--- src/logic/pmw_map.vh ---
// Purpose: constants for the power-mode and wake-up controller
// Assumes: 32-bit AXI4-Lite register slave, 50 MHz aclk
// Notes:   offsets are byte addresses
`ifndef PMW_MAP_VH
`define PMW_MAP_VH

// ==========================================================
// register offsets
`define PMW_OFF_PINSEL     4'h0
`define PMW_OFF_CTRL       4'h4
`define PMW_OFF_STATUS     4'h8
`define PMW_OFF_EVENT      4'hc

// ==========================================================
// field positions and reset values
`define PMW_PINSEL_RST     8'h0c
`define PMW_CTRL_SLOW      0
`define PMW_CTRL_AWU_EN    1
`define PMW_CTRL_LT_TBIE   2
`define PMW_CTRL_AT_OVERFLOW_IRQ_ENABLE  3
`define PMW_CTRL_AT_CK0    4
`define PMW_CTRL_AT_CK1    5
`define PMW_CTRL_WDG_EN    6
`define PMW_CTRL_RST       7'h00

// ==========================================================
// mode codes
`define PMW_MODE_RUN       3'h0
`define PMW_MODE_WAIT      3'h1
`define PMW_MODE_HALT      3'h2
`define PMW_MODE_AHALT     3'h3
`define PMW_MODE_AWU       3'h4
`define PMW_MODE_STAB      3'h5

// ==========================================================
// timing
`define PMW_SLOW_DIV       6'd32
`define PMW_STAB_SHORT     13'd256
`define PMW_STAB_LONG      13'd4096
`define PMW_HALT_OPCODE    8'h8e

`endif

--- src/logic/pmw_ctrl.v ---
// Purpose: power-mode sequencer with external wake pin selection
// Assumes: cpu reports decoded opcodes; one clock, sync reset
// Notes:   clock gates are enables for downstream clock gating cells
`timescale 1ns/10ps
`include "pmw_map.vh"

module pmw_ctrl (
    input  wire        aclk,
    input  wire        aresetn,
    // axi4-lite slave
    input  wire [3:0]  s_axi_awaddr,
    input  wire        s_axi_awvalid,
    output wire        s_axi_awready,
    input  wire [31:0] s_axi_wdata,
    input  wire [3:0]  s_axi_wstrb,
    input  wire        s_axi_wvalid,
    output wire        s_axi_wready,
    output wire [1:0]  s_axi_bresp,
    output wire        s_axi_bvalid,
    input  wire        s_axi_bready,
    input  wire [3:0]  s_axi_araddr,
    input  wire        s_axi_arvalid,
    output wire        s_axi_arready,
    output wire [31:0] s_axi_rdata,
    output wire [1:0]  s_axi_rresp,
    output wire        s_axi_rvalid,
    input  wire        s_axi_rready,
    // cpu side
    input  wire        opcode_valid,
    input  wire [7:0]  opcode,
    input  wire        wfi_decoded,
    input  wire        irq_pending,
    input  wire        irq_halt_capable,
    input  wire        irq_ahalt_capable,
    input  wire        wdg_halt_option,
    input  wire        stab_long_cfg,
    input  wire [7:0]  port_a_pins,
    input  wire [7:0]  port_b_pins,
    output reg         cpu_clk_en,
    output reg         periph_clk_en,
    output reg         osc_run,
    output reg         timer_clk_en,
    output reg         clk_div_tick,
    output reg         clear_imask,
    output reg         wdg_reset_req,
    output reg         fetch_reset_vec,
    output reg         service_irq,
    output reg  [3:0]  ext_irq_lines,
    output reg  [2:0]  mode_out
);

// ==========================================================
// axi4-lite slave
reg  [7:0]  pinsel_r;
reg  [6:0]  ctrl_r;
reg         aw_hold_r;
reg         w_hold_r;
reg  [3:0]  awaddr_r;
reg  [31:0] wdata_r;
reg  [3:0]  wstrb_r;
reg         bvalid_r;
reg         bslverr_r;
reg         rvalid_r;
reg         rslverr_r;
reg  [31:0] rdata_r;
reg  [2:0]  mode_r;
reg         was_ahalt_r;
reg         stab_long_r;
reg  [12:0] stab_cnt_r;
reg  [4:0]  div_cnt_r;
reg  [7:0]  pa_sync1_r;
reg  [7:0]  pa_sync2_r;
reg  [7:0]  pb_sync1_r;
reg  [7:0]  pb_sync2_r;
reg         halt_seen_r;
reg         reset_wake_r;

wire        do_write;
wire        wr_ok;
wire        rd_ok;
wire [31:0] status_word;

assign s_axi_awready = ~aw_hold_r & ~bvalid_r;
assign s_axi_wready  = ~w_hold_r & ~bvalid_r;
assign s_axi_bvalid  = bvalid_r;
assign s_axi_bresp   = bslverr_r ? 2'h2 : 2'h0;
assign s_axi_arready = ~rvalid_r;
assign s_axi_rvalid  = rvalid_r;
assign s_axi_rdata   = rdata_r;
assign s_axi_rresp   = rslverr_r ? 2'h2 : 2'h0;

// a write commits once address and data are both held
assign do_write = aw_hold_r & w_hold_r & ~bvalid_r;
assign wr_ok    = (awaddr_r == `PMW_OFF_PINSEL) |
                  (awaddr_r == `PMW_OFF_CTRL);
assign rd_ok    = (s_axi_araddr == `PMW_OFF_PINSEL) |
                  (s_axi_araddr == `PMW_OFF_CTRL) |
                  (s_axi_araddr == `PMW_OFF_STATUS);
assign status_word = {24'h000000, stab_long_r, was_ahalt_r,
                      1'b0, 2'h0, mode_r};

always @(posedge aclk) begin
    if (!aresetn) begin
        aw_hold_r <= 1'b0;
        w_hold_r  <= 1'b0;
        awaddr_r  <= 4'h0;
        wdata_r   <= 32'h00000000;
        wstrb_r   <= 4'h0;
        bvalid_r  <= 1'b0;
        bslverr_r <= 1'b0;
        rvalid_r  <= 1'b0;
        rslverr_r <= 1'b0;
        rdata_r   <= 32'h00000000;
        pinsel_r  <= `PMW_PINSEL_RST;
        ctrl_r    <= `PMW_CTRL_RST;
    end else begin
        if (s_axi_awvalid && s_axi_awready) begin
            aw_hold_r <= 1'b1;
            awaddr_r  <= {s_axi_awaddr[3:2], 2'h0};
        end
        if (s_axi_wvalid && s_axi_wready) begin
            w_hold_r <= 1'b1;
            wdata_r  <= s_axi_wdata;
            wstrb_r  <= s_axi_wstrb;
        end
        if (do_write) begin
            aw_hold_r <= 1'b0;
            w_hold_r  <= 1'b0;
            bvalid_r  <= 1'b1;
            bslverr_r <= ~wr_ok;
            if (wstrb_r[0] && awaddr_r == `PMW_OFF_PINSEL)
                pinsel_r <= wdata_r[7:0];
            if (wstrb_r[0] && awaddr_r == `PMW_OFF_CTRL)
                ctrl_r <= wdata_r[6:0];
        end else if (bvalid_r && s_axi_bready) begin
            bvalid_r <= 1'b0;
        end
        // read data is registered; rvalid follows the address by a cycle
        if (s_axi_arvalid && s_axi_arready) begin
            rvalid_r  <= 1'b1;
            rslverr_r <= ~rd_ok;
            case (s_axi_araddr[3:2])
                2'h0:    rdata_r <= {24'h000000, pinsel_r};
                2'h1:    rdata_r <= {25'h0000000, ctrl_r};
                2'h2:    rdata_r <= status_word;
                default: rdata_r <= 32'h00000000;
            endcase
        end else if (rvalid_r && s_axi_rready) begin
            rvalid_r <= 1'b0;
        end
    end
end

// ==========================================================
// external interrupt pin routing
// pins pass two flip-flops before any decode
always @(posedge aclk) begin
    if (!aresetn) begin
        pa_sync1_r <= 8'h00;
        pa_sync2_r <= 8'h00;
        pb_sync1_r <= 8'h00;
        pb_sync2_r <= 8'h00;
    end else begin
        pa_sync1_r <= port_a_pins;
        pa_sync2_r <= pa_sync1_r;
        pb_sync1_r <= port_b_pins;
        pb_sync2_r <= pb_sync1_r;
    end
end

reg         line2_raw;
reg         line3_raw;
wire        in_halt;

assign in_halt = (mode_r == `PMW_MODE_HALT) |
                 (mode_r == `PMW_MODE_AWU);

always @* begin
    case (pinsel_r[7:6])
        2'h0:    line3_raw = pb_sync2_r[0];
        2'h1:    line3_raw = pb_sync2_r[1];
        2'h2:    line3_raw = pb_sync2_r[2];
        // code 11 routes no pin to line 3
        default: line3_raw = 1'b0;
    endcase
    case (pinsel_r[5:4])
        2'h0:    line2_raw = pb_sync2_r[3];
        2'h1:    line2_raw = pb_sync2_r[4] & ~in_halt;
        2'h2:    line2_raw = pb_sync2_r[5];
        default: line2_raw = pb_sync2_r[6];
    endcase
end

always @(posedge aclk) begin
    if (!aresetn) begin
        ext_irq_lines <= 4'h0;
    end else begin
        ext_irq_lines <= {line3_raw, line2_raw,
                          pa_sync2_r[{1'b1, pinsel_r[3:2]}],
                          pa_sync2_r[{1'b0, pinsel_r[1:0]}]};
    end
end

// ==========================================================
// mode sequencer
wire halt_instr;
wire ahalt_sel;
wire ext_wake;
wire halt_wake;
wire pb4_sel;

assign halt_instr = opcode_valid &
                    (opcode == `PMW_HALT_OPCODE);
assign ahalt_sel  = ctrl_r[`PMW_CTRL_LT_TBIE] |
                    (ctrl_r[`PMW_CTRL_AT_OVERFLOW_IRQ_ENABLE] &
                     ~ctrl_r[`PMW_CTRL_AT_CK1] &
                     ctrl_r[`PMW_CTRL_AT_CK0]);
assign pb4_sel    = (pinsel_r[5:4] == 2'h1);
// line 2 may still hold a pb4 level registered before halt entry
assign ext_wake   = ext_irq_lines[3] | ext_irq_lines[1] |
                    ext_irq_lines[0] |
                    (ext_irq_lines[2] & ~pb4_sel);
assign halt_wake  = irq_halt_capable | ext_wake;

always @(posedge aclk) begin
    if (!aresetn) begin
        // a reset that ends a halt or a stabilisation still lets the
        // oscillator settle before the reset vector is fetched
        if (mode_r == `PMW_MODE_HALT || mode_r == `PMW_MODE_AWU ||
            mode_r == `PMW_MODE_AHALT ||
            mode_r == `PMW_MODE_STAB) begin
            mode_r       <= `PMW_MODE_STAB;
            reset_wake_r <= 1'b1;
            stab_cnt_r   <= stab_long_cfg ? `PMW_STAB_LONG :
                                            `PMW_STAB_SHORT;
        end else begin
            mode_r       <= `PMW_MODE_RUN;
            reset_wake_r <= 1'b0;
            stab_cnt_r   <= 13'h0000;
        end
        stab_long_r     <= 1'b0;
        halt_seen_r     <= 1'b0;
        was_ahalt_r     <= 1'b0;
        clear_imask     <= 1'b0;
        wdg_reset_req   <= 1'b0;
        service_irq     <= 1'b0;
        fetch_reset_vec <= 1'b0;
    end else begin
        clear_imask     <= 1'b0;
        wdg_reset_req   <= 1'b0;
        service_irq     <= 1'b0;
        fetch_reset_vec <= 1'b0;
        if (!halt_seen_r) begin
            halt_seen_r <= 1'b1;
            stab_long_r <= stab_long_cfg;
        end
        case (mode_r)
            `PMW_MODE_RUN: begin
                if (wfi_decoded) begin
                    mode_r      <= `PMW_MODE_WAIT;
                    clear_imask <= 1'b1;
                end else if (halt_instr) begin
                    if (ahalt_sel) begin
                        mode_r      <= `PMW_MODE_AHALT;
                        clear_imask <= 1'b1;
                    end else if (ctrl_r[`PMW_CTRL_WDG_EN] &&
                                 !wdg_halt_option) begin
                        wdg_reset_req <= 1'b1;
                    end else begin
                        mode_r <= ctrl_r[`PMW_CTRL_AWU_EN] ?
                                  `PMW_MODE_AWU :
                                  `PMW_MODE_HALT;
                        clear_imask <= 1'b1;
                    end
                end
            end
            `PMW_MODE_WAIT: begin
                // peripherals keep running; cpu clock is gated
                if (irq_pending) begin
                    mode_r      <= `PMW_MODE_RUN;
                    service_irq <= 1'b1;
                end
            end
            `PMW_MODE_HALT, `PMW_MODE_AWU: begin
                // oscillator restarts; count the settling time
                if (halt_wake) begin
                    mode_r       <= `PMW_MODE_STAB;
                    reset_wake_r <= 1'b0;
                    stab_cnt_r   <= stab_long_r ? `PMW_STAB_LONG :
                                                  `PMW_STAB_SHORT;
                end
            end
            `PMW_MODE_AHALT: begin
                // only the timer wake interrupt ends active-halt
                if (irq_ahalt_capable) begin
                    mode_r      <= `PMW_MODE_RUN;
                    service_irq <= 1'b1;
                end
            end
            `PMW_MODE_STAB: begin
                // reset wake fetches the vector, else the irq is served
                if (stab_cnt_r == 13'h0001) begin
                    mode_r          <= `PMW_MODE_RUN;
                    service_irq     <= ~reset_wake_r;
                    fetch_reset_vec <= reset_wake_r;
                end
                stab_cnt_r <= stab_cnt_r - 13'h0001;
            end
            default: mode_r <= `PMW_MODE_RUN;
        endcase
        was_ahalt_r <= (mode_r == `PMW_MODE_AHALT);
    end
end

// mode code seen by the cpu side and the status register
always @* begin
    mode_out = mode_r;
end

// ==========================================================
// clock gating and slow divider
always @(posedge aclk) begin
    if (!aresetn) begin
        div_cnt_r    <= 5'h00;
        clk_div_tick <= 1'b1;
    end else begin
        // divider runs free so slow ticks stay evenly spaced
        div_cnt_r    <= div_cnt_r + 5'h01;
        clk_div_tick <= ~ctrl_r[`PMW_CTRL_SLOW] |
                        (div_cnt_r == 5'h1f);
    end
end

// ==========================================================
// clock enables per mode
// the oscillator keeps running through stabilisation
always @* begin
    cpu_clk_en    = (mode_r == `PMW_MODE_RUN);
    periph_clk_en = (mode_r == `PMW_MODE_RUN) |
                    (mode_r == `PMW_MODE_WAIT);
    osc_run       = (mode_r != `PMW_MODE_HALT) &
                    (mode_r != `PMW_MODE_AWU);
    timer_clk_en  = periph_clk_en |
                    (mode_r == `PMW_MODE_AHALT);
end

endmodule

--- config.mk ---
export PLATFORM = sky130hd
export DESIGN_NAME = pmw_ctrl
export DESIGN_NICKNAME = d
export VERILOG_FILES = /design/src/logic/pmw_ctrl.v
export VERILOG_INCLUDE_DIRS = /design/src /design/src/logic
export SDC_FILE = /design/constraint.sdc
export NUM_CORES = 1
export LEC_CHECK = 0
export BUFFER_PORTS_ARGS = -buffer_cell sky130_fd_sc_hd__buf_2
export CORE_MARGIN = 1
export CORE_UTILIZATION = 33
export CTS_CLUSTER_DIAMETER = 30
export DETAILED_ROUTE_END_ITERATION = 16
export GPL_TIMING_DRIVEN = 1
export PLACE_DENSITY = 0.65
export SETUP_SLACK_MARGIN = 0.2
export SYNTH_ARGS = -nofsm -noshare
export SYNTH_HDL_FRONTEND = slang
export SYNTH_SLANG_ARGS = --single-unit
--- constraint.sdc ---
create_clock -name aclk -period 2.1 [get_ports aclk]
set_input_delay 0.42 -clock aclk [delete_from_list [all_inputs] [get_ports aclk]]
set_output_delay 0.42 -clock aclk [all_outputs]
set_load 0.03 [all_outputs]
**Yosys cells after proc, flatten, opt, wreduce, memory -nomap -nowiden**

Index checks and enable logic that the tools add are counted.
W data, S select, Z words.

- Add/subtract/negate cells: 2
- Multiply operators: 0
- Div/mod/pow operators: 0
- $lt $le $gt $ge: 2
- Equality and inequality tests: 28
- Shifts and indexed selects: 0
- Multiplexer cells: 45
- Bitwise operators: 36
- Reduce and logical (&&, ||, !) cells: 30

Operator list:

| kind | number |
|---|---|
| $mux W13 | 5 |
| $mux W3 | 11 |
| $pmux W13 S2 | 1 |
| $pmux W8 S3 | 1 |
| $mux W1 | 19 |
| $pmux W3 S5 | 1 |
| $not A1 Y1 | 14 |
| $eq A13 B1 Y1 const B | 1 |
| $sub A13 B1 Y13 const B | 1 |
| $ne A3 B3 Y1 const B | 4 |
| $or A1 B1 Y1 | 12 |
| $and A1 B1 Y1 | 10 |
| $reduce_and A2 Y1 | 5 |
| $pmux W1 S3 | 3 |
| $eq A2 B1 Y1 const B | 4 |
| $eq A8 B8 Y1 const B | 1 |
| $logic_and A1 B1 Y1 | 8 |
| $logic_not A4 Y1 | 2 |
| $eq A2 B2 Y1 const B | 3 |
| $eq A3 B2 Y1 const B | 2 |
| $eq A3 B3 Y1 const B | 2 |
| $logic_not A2 Y1 | 3 |
| $ne A3 B2 Y1 const B | 2 |
| $reduce_and A6 Y1 | 1 |
| other kinds (20) | 27 |

- Register bits after elaboration: 128
- Latch bits: 0
- Memory bits (writable): 0
- Memory bits (read-only): 0
- Word-level logic and storage cells: 172
- Memories: 0

**Depth between registers and ports, before layout**

- Word-level depth: 9
- Gate-level depth with buffers: 6

**Least setup slack after synthesis**

Ideal clock, no wire load.

- Kind: flip-flop to flip-flop
- Start point: register mode_r[1] (netlist: mode_out[1])
- End point: register stab_cnt_r[0] (enable)
- Setup time: 0.387 ns
- Data arrival time: 1.848 ns
- Required time: 1.713 ns
- Setup slack: -0.135 ns
- Cell stages (with the launch flop): 6
- Period minus slack after synthesis: 2.235 ns
- Path through: edfxtp_1 buf_6 xnor2_1 nor2_1 nor2_1 a21oi_1

- Cells in the longest elaborated chain, start to end: 4

RTL lines:

| what | line | source |
|---|---|---|
| start: declaration | pmw_ctrl.v:66 | `reg [2:0] mode_r;` |
| start signal: assignment | pmw_ctrl.v:232 | `` mode_r <= `PMW_MODE_STAB; `` |
| start signal: assignment | pmw_ctrl.v:237 | `` mode_r <= `PMW_MODE_RUN; `` |
| start signal: assignment | pmw_ctrl.v:260 | `` mode_r <= `PMW_MODE_WAIT; `` |
| $eq A3 B2 Y1 / $eq A3 B3 Y1 (equally long branches) | pmw_ctrl.v:257 | `case (mode_r)` |
| $reduce_or A2 Y1 | pmw_ctrl.v:257 |  |
| $ne A3 B1 Y1 (no source line) / $ne A3 B3 Y1 (equally long branches) | - |  |
| $reduce_and A2 Y1 (no source line) (*) | - |  |
| end signal: assignment | pmw_ctrl.v:234 | `` stab_cnt_r <= stab_long_cfg ? `PMW_STAB_LONG : `` |
| end signal: assignment | pmw_ctrl.v:289 | `` stab_cnt_r <= stab_long_r ? `PMW_STAB_LONG : `` |
| end signal: assignment | pmw_ctrl.v:307 | `stab_cnt_r <= stab_cnt_r - 13'h0001;` |
| end: declaration | pmw_ctrl.v:69 | `reg [12:0] stab_cnt_r;` |

Mark *: on every way between the ends. The rest lies on a longest branch, timed or not.
A chain may end at the register's enable or synchronous reset.

**Worst setup path in the final report**

- Start point: register mode_r[1] (netlist: mode_out[1])
- End point: output port osc_run

- Cells in the longest elaborated chain, start to end: 2

RTL lines:

| what | line | source |
|---|---|---|
| $ne A3 B2 Y1 (no source line) / $ne A3 B3 Y1 (equally long branches) | - |  |
| $and A1 B1 Y1 (*) | pmw_ctrl.v:341 | `` osc_run = (mode_r != `PMW_MODE_HALT) & `` |
| end: declaration | pmw_ctrl.v:41 | `output reg osc_run,` |

Marked as above.

==> summary.md <==
| Metric | Value |
|---|---|
| Nets | `approximately 610` |
| Initial antenna violation count | `0` |
| Area after DPL | `0.00499 mm2` |
| Setup crit end kind | `primary output` |
| TritonCTS Buffers | `9` |
| Setup violators final | `0` |
| Die height | `118 um` |
| Wire per inst | `12.9 um` |
| Top cells by count, synth | `dfxtp_1, and2_1, nand2_1` |
| PnR Total Power | `between 5 and 6 mW` |
| Worst-path clk slew | `around 70 ps` |
| DRT iter0 DRCs | `160` |
| Largest net degree at the start of global routing | `just over 70` |
| Hold Path Depth | `2` |
| Top-area cell type share of the netlist area | `38.9%` |
| Critical Path AT | `~1400 ps` |
| Std-Cell Rows | `42` |
| Vias in the first global route | `3064` |
| Slew headroom | `55.5%` |
| Min-Delay Endpoint | `pb_sync1_r[1]$_SDFF_PN0_` |
| Required @ worst endpoint | `about 1700 ps` |
| Core Area | `0.0132 mm2` |
| Largest area contributor in the netlist | `dfxtp_1` |
| Hold Crit Class | `in -> reg` |
| Synth Area in XOR/XNOR | `2.74%` |
| Clk buf depth | `2` |
| Die Area | `~0.014 mm2` |
| CTS H-Tree Depth | `3` |
| First-pass GRT wire length | `between 10000 and 15000 um` |
| Post-route clock period utilization | `around 89%` |
| R2R cell count | `4` |
| Initial Util | `roughly 34%` |
| Synthesized area per cell | `10.5 um2` |
| Final Instance Area | `0.00544 mm2` |
| Final setup margin | `~240 ps` |
| Crit-path max FO | `5` |
| Most numerous cell in the Yosys netlist | `dfxtp_1` |
| CTS sink cnt | `~100` |
| Synthesized cell area | `about 0.0045 mm2` |
| #FFs+latches synth | `104` |
| Total gr overflow | `0` |
| GP Congestion | `roughly 0.75` |
| RR Startpoint | `stab_cnt_r[3]$_SDFFCE_PP0P_` |
| Cell Count, Final, Fillers Out | `703` |
| Max VDD drop | `about 0.53 mV` |
| Tot GR Track Use | `a little over an eighth` |
| Via count | `between 3000 and 4000` |
| R2r setup slk | `260 ps` |
| Root Driver | `clkbuf_16` |
| Fin. Hold Viols | `0` |
| Ys flop type | `dfxtp_1` |
| I/O pins | `around 140` |
| Skew final | `7.54 ps` |
| Post-synth cell types | `53` |
| Area Growth Syn to Fin | `21.7%` |
| Top post-synthesis cells by area | `dfxtp_1, edfxtp_1, mux2i_1, and2_1, buf_4` |
| Cell total after placement | `between 600 and 700` |
| Port buffer count | `82` |
| Kind of critical path | `reg -> out` |
| Final slew viol count | `0` |
| Remaining antenna violation count after routing | `0` |
| Reg2reg end | `mode_out[0]$_DFFE_PP_` |
| Total Wirelength | `9100 um` |
| Vias per inst | `about 4.5` |
| Number of synthesized flops with an enable pin | `17` |
| Synth Instances | `roughly 430` |
| Synth Warn # | `0` |
| Post-synthesis mux area share | `around 7.8%` |
| Largest family of logic cells by synthesized area | `simple AND/OR/NAND/NOR gates` |
| Share of layout cells above drive strength 1 | `~28%` |
| Max-Cap Viols | `0` |
| Chip width | `approximately 120 um` |
| Async S/R FF share, synth | `0%` |
| Residual DRC | `0` |
| Post-synthesis compound-gate area fraction | `about 8.7%` |
| Post-synthesis simple-gate area fraction | `roughly a fifth` |
| Pwr dens | `about 1100 mW/mm2` |
| Hold-fix buffers, CTS | `0` |
| Leakage | `approximately 2.3 nW` |
| ANT cells | `0` |
| TritonCTS clock tree | `built` |
| RSZ-0062 raised after global routing | `true` |
| Status | `finished clean` |
| F_max | `between 0.5 and 0.6 GHz` |
| CP Launch Type | `register` |
| DP HPWL | `6670 um` |
| HP Start | `port_b_pins[1]` |
| Place WS | `-33.0 ps` |
| Worst skew pair latency | `about 340 ps` |
| Drt first pass iters | `4` |
| Clock period minus worst slack | `approximately 1900 ps` |
| Post-route setup TNS | `0 ps` |
| Post-synthesis adder-cell area fraction | `~1.1%` |
| Post-synthesis sequential area ratio | `about half` |
| Worst-margin pin slew | `between 600 and 700 ps` |
cells by family after synthesis:
logic type | Yosys count
AOI/OAI and AO/OA | 51
DFF | 104
xor gates and xnor gates | 14
muxes | 32
adders and majority gates | 4
buffers and inverters | 58
and+or+nand+nor | 163
other | 1
cell type report:
class | instances | area (um2)
clock buffers | 10 | 239
clock inverters | 6 | 61.3
fillers | 1336 | 7800
inverters | 11 | 41.3
multi-input cells | 290 | 2020
flip-flops and latches | 104 | 2250
well taps | 176 | 220
repair buffers | 106 | 611
per-layer routing:
metal | wire length, um | track usage (%) | vias to the layer above
met5 | 0 | 0 | -
met2 | 4520 | 23.6 | 80
met1 | 4070 | 16.5 | 1456
li1 | - | - | 1588
met3 | 419 | 4.20 | 9
met4 | 80 | 3.01 | 0
sequential cells by signal, summed over array words and instances (netlist names), 7 cells and up:
name	count
stab_cnt_r	13
pa_sync1_r	8
pa_sync2_r	8
pinsel_r	8
s_axi_rdata	8
wdata_r	8
ctrl_r	7
pb_sync1_r	7
pb_sync2_r	7
placed cells by master, fill, tap and decap left out, drive strengths merged, types with 5 or more instances in the layout:
cell type,n
and2,39
nand2b,6
o211ai,5
xor2,9
o21ai,6
nand2,38
conb,26
clkbuf,12
a21boi,11
edfxtp,17
o211a,6
xnor2,5
nand3b,5
nor2,25
dfxtp,87
mux2i,26
nor2b,25
inv,14
buf,104
a21oi,7
critical path, stage by stage, from the launching register on:
cell and delay (ps):
edfxtp_1 460, xnor2_2 280, nor2_4 80, inv_2 100
clkbuf_4 190
what timing repair did:
| item | 4_1_cts | 5_1_grt |
|---|---|---|
| endpoints found under the setup margin | 17 | 19 |
| pin swaps | 5 | 1 |
| buffers inserted | 10 | 3 |
| gates resized for setup | 2 | 8 |
worst max-delay path by stage:
stage,start,to
floorplan,opcode[5],mode_out[0]$_DFFE_PP_
global placement,opcode[5],mode_out[0]$_DFFE_PP_
detailed placement,opcode[5],mode_out[1]$_SDFFCE_PN0P_
CTS,mode_out[2]$_DFFE_PP_,osc_run
global route,mode_out[1]$_SDFFCE_PN0P_,osc_run
finish,mode_out[1]$_SDFFCE_PN0P_,osc_run
stage by stage:
stage	util (%)	hold WS [ps]
after floorplan	-	395
after detailed placement	37.7	421
final	41.1	278
after global placement	37.7	420
after CTS	40.7	263
after global routing	41.1	259
report_power, final:
| group | leakage [nW] | internal [mW] | switching [mW] |
|---|---|---|---|
| clock | 0.144 | 0.865 | 0.770 |
| combinational | 1.28 | 0.762 | 1.01 |
| sequential | 0.895 | 2.33 | 0.223 |
| total | 2.32 | 3.96 | 2.00 |
No activity file was read; power rests on OpenSTA's default activity.
